`src/common/ctu_params.svh`:
```
// Offsets, reset values and fixed widths of the charge timing unit
`ifndef CTU_PARAMS_SVH
`define CTU_PARAMS_SVH

`define CTU_ADR_W 8
`define CTU_DAT_W 32
`define CTU_SEL_W 4
`define CTU_REG_W 16

`define CTU_ADDR_CTRL_LOW 8'h00
`define CTU_ADDR_CTRL_HIGH 8'h04
`define CTU_ADDR_STATUS 8'h08

`define CTU_CTRL_LOW_RESET 16'h0000
`define CTU_CTRL_HIGH_RESET 16'h0000
`define CTU_CTRL_LOW_MASK 16'hBFFF
`define CTU_CTRL_HIGH_MASK 16'hFFFC

`define CTU_EXT_PINS 13
`define CTU_COMPS 3
`define CTU_ASYNC_W 16
`define CTU_SRC_CODES 16
`define CTU_SEL_W_SRC 4
`define CTU_SEL_COMP2 4'hE

`define CTU_TRIM_W 6
`define CTU_TRIM_UNLISTED 6'h20
`define CTU_TRIM_MAX_NEG 6'h21

`define CTU_STAT_PULSE 0
`define CTU_STAT_SOURCE_ON 1
`define CTU_STAT_GROUNDED 2
`define CTU_STAT_HALTED 3
`define CTU_STAT_AUTO_GROUND 4
`define CTU_STAT_W 5

`endif

```
`src/common/ctu_pkg.sv`:
```
// Types shared by the charge timing unit files
`include "ctu_params.svh"

package ctu_pkg;

    typedef struct packed {
        logic unit_enable;
        logic reserved_14;
        logic idle_stop;
        logic delay_pulse_enable;
        logic edge_gate;
        logic edge_order_enforce;
        logic source_ground;
        logic trigger_out_enable;
        logic [`CTU_TRIM_W-1:0] current_trim;
        logic [1:0] current_range;
    } ctu_ctrl_low_t;

    typedef struct packed {
        logic sensitivity;
        logic polarity;
        logic [`CTU_SEL_W_SRC-1:0] source;
    } ctu_edge_cfg_t;

    typedef struct packed {
        ctu_edge_cfg_t first_cfg;
        logic second_edge_seen;
        logic first_edge_seen;
        ctu_edge_cfg_t second_cfg;
        logic [1:0] reserved_low;
    } ctu_ctrl_high_t;

    typedef enum logic [3:0] {
        CTU_RANGE_BASE = 4'h1,
        CTU_RANGE_X10 = 4'h2,
        CTU_RANGE_X100 = 4'h4,
        CTU_RANGE_X1000 = 4'h8
    } ctu_range_t;

    typedef struct packed {
        logic unit_active;
        logic source_on;
        logic source_grounded;
        logic route_comp2_b;
        ctu_range_t range;
        logic signed [`CTU_TRIM_W-1:0] trim;
    } ctu_analog_t;

    typedef struct packed {
        logic cyc;
        logic stb;
        logic we;
        logic [`CTU_ADR_W-1:0] adr;
        logic [`CTU_SEL_W-1:0] sel;
        logic [`CTU_DAT_W-1:0] dat;
    } ctu_wb_req_t;

endpackage

```
`src/hdl/ctu_sync2.sv`:
```
// Two-flop synchroniser for the asynchronous edge sources
`timescale 1ns/1ps
`default_nettype none
`include "ctu_params.svh"

module ctu_sync2 (
    // Clock and reset
    input wire logic clock,
    input wire logic rst_sync_n,
    // Levels
    input wire logic [`CTU_ASYNC_W-1:0] async_in,
    output logic [`CTU_ASYNC_W-1:0] sync_out
);

    genvar i;
    generate
        for (i = 0; i < `CTU_ASYNC_W; i = i + 1)
        begin : g_bit
            logic stage1;
            always_ff @(posedge clock or negedge rst_sync_n)
            begin
                if (!rst_sync_n)
                begin
                    stage1 <= 1'b0;
                    sync_out[i] <= 1'b0;
                end
                else
                begin
                    stage1 <= async_in[i];
                    sync_out[i] <= stage1;
                end
            end
        end
    endgenerate

endmodule
`default_nettype wire

```
`src/hdl/ctu_edge_chan.sv`:
```
// One edge channel: source select, polarity and sensitivity detection
`timescale 1ns/1ps
`default_nettype none
`include "ctu_params.svh"

module ctu_edge_chan (
    // Clock and reset
    input wire logic clock,
    input wire logic rst_sync_n,
    // Candidate levels and configuration
    input wire logic [`CTU_SRC_CODES-1:0] levels,
    input wire ctu_pkg::ctu_edge_cfg_t cfg,
    // Detection
    output logic hit
);

    logic level;
    logic prev;
    logic primed;

    assign level = levels[cfg.source];

    // Primed blocks a false edge from the reset value of prev
    always_ff @(posedge clock or negedge rst_sync_n)
    begin
        if (!rst_sync_n)
        begin
            prev <= 1'b0;
            primed <= 1'b0;
        end
        else
        begin
            prev <= level;
            primed <= 1'b1;
        end
    end

    always_comb
    begin
        if (cfg.sensitivity)
            hit = primed && (cfg.polarity ? (level && !prev) : (!level && prev));
        else
            hit = (level == cfg.polarity);
    end

endmodule
`default_nettype wire

```
`src/hdl/ctu_charge_timing_unit.sv`:
```
// Charge timing unit control, edge sequencing and Wishbone registers
//
// Behaviour
// - Whole unit works only while unit_enable (bit 15) is one; range, trim and route_comp2_b still follow their bits while it is zero.
// - With idle_stop (bit 13) set, unit halts while the device idles.
// - delay_pulse_enable (bit 12) turns edge delay pulse mode on or off.
// - Edges reach detection only while edge_gate (bit 11) is one.
// - With edge_order_enforce (bit 10), second edge needs a recorded first edge.
// - source_ground (bit 9) ties the current source output to ground.
// - Trigger output is driven only while trigger_out_enable (bit 8) is one.
// - Trim bits 7..2 are a signed offset around nominal current.
// - Range 01 base, 10 ten, 11 hundred, 00 thousand times base.
// - Pulse width equals interval from first to second edge.
// - Edges come from internal peripherals and thirteen external pins.
// - Pulse edges come from edge events; pin and comparator sources pass a two-flop synchroniser first.
// - Delay mode routes the current source to comparator 2 input B.
// - Delay mode starts charging on a qualified first edge.
// - Delay mode pulse pin high from first edge until comparator 2 trips.
// - Comparator 2 trip stops charging and grounds the source automatically.
// - Per-channel edge seen bits set by hardware; writes steer the source.
// - Per channel sensitivity: one is edge, zero is level.
// - Per channel polarity: one rising, zero falling.
// - Per channel 4-bit source code, 0000 timer, 1111 comparator 3.
`timescale 1ns/1ps
`default_nettype none
`include "ctu_params.svh"

module ctu_charge_timing_unit (
    // Clock and reset
    input wire logic clock,
    input wire logic rst_n,
    // Wishbone slave
    input wire ctu_pkg::ctu_wb_req_t wb_req,
    output logic [`CTU_DAT_W-1:0] wb_dat_o,
    output logic wb_ack_o,
    // Power management, same clock
    input wire logic idle_mode,
    // Internal edge sources, same clock
    input wire logic timer1_event,
    input wire logic ccp1_event,
    input wire logic ccp2_event,
    input wire logic clc1_out,
    input wire logic clc2_out,
    // Asynchronous edge sources
    input wire logic [`CTU_COMPS-1:0] comparator_out,
    input wire logic [`CTU_EXT_PINS-1:0] external_edge_input,
    // Pulse, trigger and analog steering
    output logic pulse_out_pin,
    output logic trigger_out,
    output var ctu_pkg::ctu_analog_t analog_ctl
);

    logic [1:0] rst_pipe;
    logic rst_sync_n;
    ctu_pkg::ctu_ctrl_low_t ctrl_low;
    ctu_pkg::ctu_edge_cfg_t first_cfg;
    ctu_pkg::ctu_edge_cfg_t second_cfg;
    ctu_pkg::ctu_edge_cfg_t second_cfg_eff;
    logic first_edge_seen;
    logic second_edge_seen;
    logic auto_ground;
    logic [`CTU_ASYNC_W-1:0] async_sync;
    logic [`CTU_COMPS-1:0] comp_s;
    logic [`CTU_EXT_PINS-1:0] ext_s;
    logic [`CTU_SRC_CODES-1:0] first_levels;
    logic [`CTU_SRC_CODES-1:0] second_levels;
    logic hit_first;
    logic hit_second;
    logic halted;
    logic active;
    logic qual_first;
    logic qual_second;
    logic wb_take;
    logic wr_low;
    logic wr_high;
    logic [`CTU_REG_W-1:0] ctrl_low_bits;
    logic [`CTU_REG_W-1:0] ctrl_high_bits;
    logic [`CTU_REG_W-1:0] byte_mask;
    logic [`CTU_STAT_W-1:0] status_bits;
    logic next_pulse;
    logic next_grounded;
    logic signed [`CTU_TRIM_W-1:0] next_trim;
    ctu_pkg::ctu_range_t next_range;

    // Reset release through two flops
    always_ff @(posedge clock or negedge rst_n)
    begin
        if (!rst_n)
            rst_pipe <= 2'h0;
        else
            rst_pipe <= {rst_pipe[0], 1'b1};
    end
    assign rst_sync_n = rst_pipe[1];

    ctu_sync2 u_sync (
        .clock(clock),
        .rst_sync_n(rst_sync_n),
        .async_in({comparator_out, external_edge_input}),
        .sync_out(async_sync)
    );
    assign comp_s = async_sync[`CTU_ASYNC_W-1:`CTU_EXT_PINS];
    assign ext_s = async_sync[`CTU_EXT_PINS-1:0];

    // Source code maps, index is the 4-bit select code
    assign first_levels = {comp_s[2], comp_s[1], comp_s[0], clc2_out, clc1_out, ccp2_event,
                           ext_s[7], ext_s[6], ext_s[5], ext_s[4], ext_s[3], ext_s[2],
                           ext_s[0], ext_s[1], ccp1_event, timer1_event};
    assign second_levels = {comp_s[2], comp_s[1], comp_s[0], 1'b0, clc1_out, ccp2_event,
                            1'b0, ext_s[12], ext_s[11], ext_s[10], ext_s[9], ext_s[8],
                            ext_s[0], ext_s[1], ccp1_event, timer1_event};

    // Delay mode takes comparator 2 rising as the second edge
    always_comb
    begin
        second_cfg_eff = second_cfg;
        if (ctrl_low.delay_pulse_enable)
        begin
            second_cfg_eff.sensitivity = 1'b1;
            second_cfg_eff.polarity = 1'b1;
            second_cfg_eff.source = `CTU_SEL_COMP2;
        end
    end

    ctu_edge_chan u_first (
        .clock(clock),
        .rst_sync_n(rst_sync_n),
        .levels(first_levels),
        .cfg(first_cfg),
        .hit(hit_first)
    );

    ctu_edge_chan u_second (
        .clock(clock),
        .rst_sync_n(rst_sync_n),
        .levels(second_levels),
        .cfg(second_cfg_eff),
        .hit(hit_second)
    );

    assign halted = ctrl_low.idle_stop && idle_mode;
    assign active = ctrl_low.unit_enable && !halted;
    assign qual_first = active && ctrl_low.edge_gate && hit_first;
    assign qual_second = active && ctrl_low.edge_gate && hit_second
                         && (!ctrl_low.edge_order_enforce || first_edge_seen);

    // Bus decode
    assign wb_take = wb_req.cyc && wb_req.stb && !wb_ack_o;
    assign wr_low = wb_take && wb_req.we && (wb_req.adr == `CTU_ADDR_CTRL_LOW);
    assign wr_high = wb_take && wb_req.we && (wb_req.adr == `CTU_ADDR_CTRL_HIGH);
    assign byte_mask = {{8{wb_req.sel[1]}}, {8{wb_req.sel[0]}}};
    assign ctrl_low_bits = ctrl_low;
    assign ctrl_high_bits = {first_cfg, second_edge_seen, first_edge_seen, second_cfg, 2'h0};
    assign status_bits = {auto_ground, halted, analog_ctl.source_grounded,
                          analog_ctl.source_on, pulse_out_pin};

    always_ff @(posedge clock or negedge rst_sync_n)
    begin
        if (!rst_sync_n)
            wb_ack_o <= 1'b0;
        else
            wb_ack_o <= wb_take;
    end

    always_ff @(posedge clock or negedge rst_sync_n)
    begin
        if (!rst_sync_n)
            wb_dat_o <= {`CTU_DAT_W{1'b0}};
        else if (wb_take && !wb_req.we)
        begin
            if (wb_req.adr == `CTU_ADDR_CTRL_LOW)
                wb_dat_o <= {16'h0000, ctrl_low_bits};
            else if (wb_req.adr == `CTU_ADDR_CTRL_HIGH)
                wb_dat_o <= {16'h0000, ctrl_high_bits};
            else if (wb_req.adr == `CTU_ADDR_STATUS)
                wb_dat_o <= {27'h0000000, status_bits};
            else
                wb_dat_o <= {`CTU_DAT_W{1'b0}};
        end
    end

    // Control registers
    always_ff @(posedge clock or negedge rst_sync_n)
    begin
        if (!rst_sync_n)
            ctrl_low <= `CTU_CTRL_LOW_RESET;
        else if (wr_low)
            ctrl_low <= (ctrl_low_bits & ~byte_mask)
                        | (wb_req.dat[15:0] & byte_mask & `CTU_CTRL_LOW_MASK);
    end

    always_ff @(posedge clock or negedge rst_sync_n)
    begin
        if (!rst_sync_n)
        begin
            first_cfg <= 6'(`CTU_CTRL_HIGH_RESET >> 10);
            second_cfg <= 6'(`CTU_CTRL_HIGH_RESET >> 2);
        end
        else if (wr_high)
        begin
            if (wb_req.sel[1])
                first_cfg <= wb_req.dat[15:10];
            if (wb_req.sel[0])
                second_cfg <= wb_req.dat[7:2];
        end
    end

    // Edge seen flags: hardware set wins over a software write
    always_ff @(posedge clock or negedge rst_sync_n)
    begin
        if (!rst_sync_n)
            first_edge_seen <= 1'b0;
        else if (qual_first)
            first_edge_seen <= 1'b1;
        else if (wr_high && wb_req.sel[1])
            first_edge_seen <= wb_req.dat[8];
    end

    always_ff @(posedge clock or negedge rst_sync_n)
    begin
        if (!rst_sync_n)
            second_edge_seen <= 1'b0;
        else if (qual_second)
            second_edge_seen <= 1'b1;
        else if (wr_high && wb_req.sel[1])
            second_edge_seen <= wb_req.dat[9];
    end

    // Trip grounds the source until the next first edge or until delay mode is switched off
    always_ff @(posedge clock or negedge rst_sync_n)
    begin
        if (!rst_sync_n)
            auto_ground <= 1'b0;
        else if (ctrl_low.delay_pulse_enable && qual_second)
            auto_ground <= 1'b1;
        else if (qual_first || !ctrl_low.delay_pulse_enable)
            auto_ground <= 1'b0;
    end

    // Analog steering and pulse
    always_comb
    begin
        next_grounded = ctrl_low.source_ground || auto_ground || !active;
        next_pulse = active && first_edge_seen && !second_edge_seen;
        next_trim = ctrl_low.current_trim;
        if (ctrl_low.current_trim == `CTU_TRIM_UNLISTED)
            next_trim = `CTU_TRIM_MAX_NEG;
        case (ctrl_low.current_range)
            2'h1: next_range = ctu_pkg::CTU_RANGE_BASE;
            2'h2: next_range = ctu_pkg::CTU_RANGE_X10;
            2'h3: next_range = ctu_pkg::CTU_RANGE_X100;
            default: next_range = ctu_pkg::CTU_RANGE_X1000;
        endcase
    end

    always_ff @(posedge clock or negedge rst_sync_n)
    begin
        if (!rst_sync_n)
            pulse_out_pin <= 1'b0;
        else
            pulse_out_pin <= next_pulse;
    end

    always_ff @(posedge clock or negedge rst_sync_n)
    begin
        if (!rst_sync_n)
            trigger_out <= 1'b0;
        else
            trigger_out <= ctrl_low.trigger_out_enable && qual_second;
    end

    always_ff @(posedge clock or negedge rst_sync_n)
    begin
        if (!rst_sync_n)
        begin
            analog_ctl.unit_active <= 1'b0;
            analog_ctl.source_on <= 1'b0;
            analog_ctl.source_grounded <= 1'b1;
            analog_ctl.route_comp2_b <= 1'b0;
            analog_ctl.range <= ctu_pkg::CTU_RANGE_X1000;
            analog_ctl.trim <= 6'h00;
        end
        else
        begin
            analog_ctl.unit_active <= active;
            analog_ctl.source_on <= next_pulse && !next_grounded;
            analog_ctl.source_grounded <= next_grounded;
            analog_ctl.route_comp2_b <= ctrl_low.delay_pulse_enable;
            analog_ctl.range <= next_range;
            analog_ctl.trim <= next_trim;
        end
    end
endmodule
`default_nettype wire

```
`config.mk`:
```
export PLATFORM = sky130hd
export DESIGN_NAME = ctu_charge_timing_unit
export DESIGN_NICKNAME = d
export VERILOG_FILES = /design/src/common/ctu_pkg.sv /design/src/hdl/ctu_sync2.sv /design/src/hdl/ctu_edge_chan.sv /design/src/hdl/ctu_charge_timing_unit.sv
export VERILOG_INCLUDE_DIRS = /design/src /design/src/common
export SDC_FILE = /design/constraint.sdc
export NUM_CORES = 1
export LEC_CHECK = 0
export ABC_AREA = 1
export BUFFER_PORTS_ARGS = -buffer_cell sky130_fd_sc_hd__buf_2
export CORE_MARGIN = 1.5
export CORE_UTILIZATION = 40
export DETAILED_ROUTE_END_ITERATION = 10
export GPL_TIMING_DRIVEN = 1
export PLACE_DENSITY = 0.6
export REMOVE_ABC_BUFFERS = 1
export SYNTH_ARGS = -nofsm -noshare
export SYNTH_HDL_FRONTEND = slang
export SYNTH_HIERARCHICAL = 1
export SYNTH_SLANG_ARGS = --single-unit
```
`constraint.sdc`:
```
create_clock -name clock -period 5 [get_ports clock]
set_input_delay 0.25 -clock clock [delete_from_list [all_inputs] [get_ports clock]]
set_output_delay 0.25 -clock clock [all_outputs]
set_load 0.1 [all_outputs]
```
---- Yosys cells after proc, flatten, opt, wreduce, memory -nomap -nowiden ----
Cells that the tools add are included.
W data, S select, Z words.
cells by class
  bitwise gates (word level) .............. 4
  eq/ne operators ......................... 8
  multiplexer cells ....................... 20
  order comparisons ....................... 2
  reductions and logical operators ........ 46
operators with widths
  operator              count
  $and A16 B16 Y16      2
  $mux W32              1
  $logic_and A1 B1 Y1   24
  $mux W16              1
  $not A16 Y16          1
  $or A16 B16 Y16       1
  $logic_not A1 Y1      12
  $mux W1               12
  $mux W6               2
  $pmux W4 S3           1
  $lt A4 B5 Y1 const B  2
  $bmux W1 S4           2
  $eq A8 B3 Y1 const B  1
  $eq A8 B4 Y1 const B  1
  $logic_not A8 Y1      1
  $eq A6 B6 Y1 const B  1
  $reduce_bool A2 Y1    3
  $mux W5               1
  $eq A2 B2 Y1 const B  2
  $logic_or A1 B1 Y1    4
  $reduce_and A2 Y1     2
  $eq A1 B1 Y1          2
  $eq A2 B1 Y1 const B  1
word-level totals
  output and inout port bits .............. 49
  input bits .............................. 71
  register bits after elaboration ......... 117

---- Depth between registers and ports, before layout ----
  word-level depth ........................ 12
  depth in mapped cells ................... 16
  depth with buffers taken out ............ 15

---- Hierarchy ----
Netlist, hierarchy kept.
by module, submodules not included
  module                  cells an instance  seq. area each (um^2)  area an instance (um^2)  times used
  ctu_charge_timing_unit  341                1,654.1                3,079.2                  1
  ctu_sync2               32                 800.8                  800.8                    1
  ctu_edge_chan           62                 50.0                   346.6                    2

---- Least setup slack after synthesis ----
No wires, ideal clock.
  path type ............................... reg2reg
  start ................................... reg wb_ack_o
  end ..................................... reg first_cfg (netlist bit ctrl_high_bits[15])
  required time ........................... 4.882 ns
  library setup time ...................... 0.118 ns
  arrival ................................. 1.668 ns
  path slack .............................. 3.214 ns
  cell stages (with the launch flop) ...... 8
  buffers on the path ..................... 1
  clock period less this slack ............ 1.786 ns
  cell sequence ........................... dfrtp_1 -> inv_1 -> nand3_2 -> nor2_4 -> nand3_2 -> buf_4 -> nand2_1 -> o21ai_2
on the way
  word-level cells in the longest chain between the ends .. 5
ends and longest elaborated chain
  element                             line                           RTL
  start: declaration                  ctu_charge_timing_unit.sv:35   output logic wb_ack_o,
  start signal: assignment            ctu_charge_timing_unit.sv:161  wb_ack_o <= wb_take;
  $logic_not A1 Y1                    ctu_charge_timing_unit.sv:147  assign wb_take = wb_req.cyc && wb_req.stb && !wb_ack_o;
  $logic_and A1 B1 Y1                 ctu_charge_timing_unit.sv:147
  $logic_and A1 B1 Y1 (2 in series)   ctu_charge_timing_unit.sv:149  assign wr_high = wb_take && wb_req.we && (wb_req.adr == `CTU_ADDR_CTRL_HIGH);
  $reduce_and A2 Y1 (no source line)  n/a
  end signal: assignment              ctu_charge_timing_unit.sv:195  first_cfg <= 6'(`CTU_CTRL_HIGH_RESET >> 10);
  end signal: assignment              ctu_charge_timing_unit.sv:201  first_cfg <= wb_req.dat[15:10];
  end: declaration                    ctu_charge_timing_unit.sv:56   ctu_pkg::ctu_edge_cfg_t first_cfg;
Every way passes these cells.
A chain may end at the register's enable or synchronous reset.

==> results.py <==
metrics = {
    "placed_design": {
        "place.detailed.instances": 709,
        "dpl_cell_area_sq_mm": 0.00501,
        "gpl.final_weighted_congestion": 0.839,
        "port_buffers": 85,
        "dpl.hpwl_microns": 6370,
    },
    "final_layout": {
        "final.fill_count": 1048,
        "final_cell_mix": "sky130_fd_sc_hd__nand2_1, sky130_fd_sc_hd__dfrtp_1, sky130_fd_sc_hd__buf_2, sky130_fd_sc_hd__inv_1, sky130_fd_sc_hd__nand3_1",
        "mostFrequentLayoutCell": "sky130_fd_sc_hd__nand2_1",
        "sequential_cell_area_sq_mm": 0.00256,
        "fin_cells": 736,
        "syn_to_final_growth_pct": 18.3,
        "antenna-diode-count": 0,
        "postLayoutCellArea_sq_mm": 0.00541,
        "layout.nets": 662,
        "multi_input_area_sq_mm": 0.00155,
        "layout-drive-gt1-share_pct": 30.7,
    },
    "floorplan": {
        "pin_count": 120,
        "floorplan.initialDensity_pct": 41.6,
        "placementRows": 38,
        "area_of_the_core_sq_mm": 0.0110,
        "floorplan.die_area_sq_mm": 0.0121,
        "fp.dieH_microns": 110,
        "fp.dieW_microns": 110,
    },
    "global_routing": {
        "grt_first_pass_wirelength_microns": 14700,
        "grt.total_usage_pct": 16.2,
        "grt_pass1_vias": 3255,
        "initial_antenna_violation_count": 0,
        "grt_max_degree": 52,
        "globalRouteOverflowTotal": 0,
    },
    "clock_network": {
        "post_cts_resized": 0,
        "hold_buffers": 8,
        "post-cts-setup-buffer-count": 0,
        "cts_htree_levels": 3,
        "clockRootBuffer": "sky130_fd_sc_hd__clkbuf_16",
        "clock_pin_slew_worst_setup_and_hold_paths_ns": 0.07,
        "numClockSinks": 102,
        "clockBufferDepth": 2,
        "tritoncts.num_buffers": 9,
        "cts_tree": "yes",
        "clock_latency_ns": 0.34,
    },
    "sta": {
        "maxSlewHeadroom_pct": 28.1,
        "clock_skew_ns": 0.00801,
        "timing_max_transition_violations_final": 0,
        "setup-tns-final_ns": 0,
        "finalCriticalPeriod_ns": 2.41,
        "fmax_mhz": 415,
        "worst_hold_slack_ns": 0.0131,
        "finalSetupViolCount": 0,
        "hold_violations": 0,
        "final.period_utilization_pct": 48.2,
        "tightest_slew_ns": 1.07,
        "grt_setup_unrepaired": "no",
    },
    "power_and_ir_drop": {
        "combinationalPowerShare_pct": 8.8,
        "cell_internal_pwr_mw": 1.24,
        "total_switching_power_mw": 0.423,
        "power.sequential.fraction_pct": 51.5,
        "switching_share_pct": 25.4,
        "max-vdd-ir-drop_mv": 0.151,
        "powerDensity_mw_per_mm2": 308,
        "pwr-share-clk_pct": 39.7,
        "p_leak_nw": 2.92,
    },
    "synth": {
        "synth.lib_cells_used.distinct": 29,
        "synthesis.area_per_instance_sq_um": 9.20,
        "synth_top_family_by_area": "simple AND/OR/NAND/NOR gates",
        "yosys.area_share.simple_pct": 25.4,
        "arithmetic_cell_share_of_the_synthesized_area_counting_full_adders_half_adders_and_majority_gates_pct": 0,
        "synthesized_instance_count": 497,
        "ys_seq_elements": 102,
        "yosys.area_share.xor_xnor_pct": 0,
        "synth-compound-area-share_pct": 6.73,
        "post_synthesis_mux_area_share_pct": 0,
        "netlist_area_sq_mm": 0.00457,
        "count_of_warnings_emitted_by_yosys": 6,
        "synth-seq-area-share_pct": 55.9,
    },
    "route": {
        "routed_wl_microns": 8900,
        "route.detailed.drc": 0,
        "drtAntennaViolNets": 0,
        "detail_route.wl_per_cell_microns": 12.1,
        "drt-vias-per-instance": 4.46,
        "dr.pass1.iters": 4,
        "vias": 3282,
        "dr.first_iter.drc_count": 145,
    },
    "critical_path": {
        "data_arrival_time_at_the_worst_slack_endpoint_ns": 2.68,
        "crit_start_category": "flop",
        "cp.required_ns": 5.27,
        "path_max_fanout": 9,
        "worstSetupEndpointType": "flop",
        "timing.setup.critical_path_class": "flop to flop",
    },
    "min_path": {
        "hold_path.class": "primary input to flop",
    },
    "status": {
        "status": "completed",
    },
    "run": {
        "maxCapViolations": 0,
    },
}
## per-stage QoR
| stage | worst slack [ns] | util, % | power, mW |
|---|---|---|---|
| after global routing | 2.44 | 49.2 | 1.74 |
| after detailed placement | 2.64 | 45.6 | 1.02 |
| final | 2.59 | 49.2 | 1.67 |
| after global placement | 2.69 | 45.6 | 1.01 |
| after CTS | 2.61 | 49.0 | 1.69 |
| after floorplan | 1.95 | - | 0.975 |
## worst paths after layout
check | startpoint | end | slack (ns) | cells past startpoint
max reg2reg | flop | auto_ground | 2.59 | 12
min in group asynchronous | rst_n | rst_pipe[1] | 0.22 | 2
min | external_edge_input[12] | u_sync/g_bit[12].stage1 | 0.01 | 1
max in group asynchronous | rst_pipe[1] | wb_dat_o[1] | 3.58 | 1
min reg2reg | u_sync/g_bit[2].stage1 | u_sync/sync_out[2] | 0.35 | 0
max | flop | auto_ground | 2.59 | 12
## cells by family (layout without fill, tap and decap cells)
| kind of cell | Yosys count | after routing |
|---|---|---|
| buffers and inverters | 107 | 189 |
| and+or+nand+nor | 244 | 244 |
| other | 4 | 21 |
| DFF | 102 | 102 |
| AOI/OAI and AO/OA | 40 | 40 |
## final cells by class
| cell class | count | share of cell area, % |
|---|---|---|
| clock inverters | 5 | 0.601 |
| repair buffers | 97 | 10.0 |
| inverters | 76 | 5.55 |
| flip-flops and latches | 102 | 47.3 |
| multi-input cells | 305 | 28.6 |
| well taps | 140 | 3.24 |
| clock buffers | 11 | 4.67 |
## Yosys cell counts
cell                         n  area, sq um
sky130_fd_sc_hd__a21boi_1    1         7.51
sky130_fd_sc_hd__a21oi_1     4         20.0
sky130_fd_sc_hd__and2_1      1         6.26
sky130_fd_sc_hd__buf_2       2         10.0
sky130_fd_sc_hd__buf_4      17          128
sky130_fd_sc_hd__buf_6       7         78.8
sky130_fd_sc_hd__clkbuf_1    5         18.8
sky130_fd_sc_hd__clkinv_1    1         3.75
sky130_fd_sc_hd__conb_1      4         15.0
sky130_fd_sc_hd__dfrtp_1   100         2500
sky130_fd_sc_hd__dfstp_2     2         52.6
sky130_fd_sc_hd__inv_1      62          233
sky130_fd_sc_hd__inv_2      11         41.3
sky130_fd_sc_hd__inv_8       2         22.5
sky130_fd_sc_hd__nand2_1   157          589
sky130_fd_sc_hd__nand2_2    15         93.8
sky130_fd_sc_hd__nand3_1    31          155
sky130_fd_sc_hd__nand3_2    10          100
sky130_fd_sc_hd__nand3_4     3         52.6
sky130_fd_sc_hd__nand3b_1    2         15.0
sky130_fd_sc_hd__nand4_1     2         12.5
sky130_fd_sc_hd__nor2_1     13         48.8
sky130_fd_sc_hd__nor2_2      5         31.3
sky130_fd_sc_hd__nor2_4      2         22.5
sky130_fd_sc_hd__nor2_8      1         20.0
sky130_fd_sc_hd__o21ai_0     7         35.0
sky130_fd_sc_hd__o21ai_2    27          236
sky130_fd_sc_hd__o41ai_1     1         8.76
sky130_fd_sc_hd__or2_2       2         12.5
## critical path: stages, from the launching register on
cell,delay (ns)
sky130_fd_sc_hd__dfrtp_1,0.44
sky130_fd_sc_hd__nor2_1,0.72
sky130_fd_sc_hd__nand2_1,0.16
sky130_fd_sc_hd__nand2_1,0.14
sky130_fd_sc_hd__nand2_1,0.07
sky130_fd_sc_hd__nand3_2,0.06
sky130_fd_sc_hd__nand3_2,0.06
sky130_fd_sc_hd__nand2_2,0.09
sky130_fd_sc_hd__nor2_1,0.05
sky130_fd_sc_hd__nor2_2,0.10
sky130_fd_sc_hd__o21ai_0,0.08
sky130_fd_sc_hd__nand3b_1,0.21
sky130_fd_sc_hd__a21oi_1,0.16
## power by group through the flow
| stage | combinational, mW | clock [mW] | sequential (mW) |
|---|---|---|---|
| detailed placement | 0.141 | 0 | 0.875 |
| finish | 0.147 | 0.661 | 0.858 |
| global placement | 0.139 | 0 | 0.874 |
| floorplan | 0.0885 | 0 | 0.886 |
| CTS | 0.146 | 0.686 | 0.859 |
| global route | 0.160 | 0.720 | 0.861 |
## layer usage
metal | share of wire (%) | up-vias | track usage (%)
met5 | 0 | - | 0
met4 | 1.8 | 0 | 8.91
met3 | 5.1 | 11 | 2.49
met2 | 47 | 90 | 26.4
met1 | 46 | 1518 | 20.6
li1 | - | 1663 | -
No activity file was read; power rests on OpenSTA's default activity.
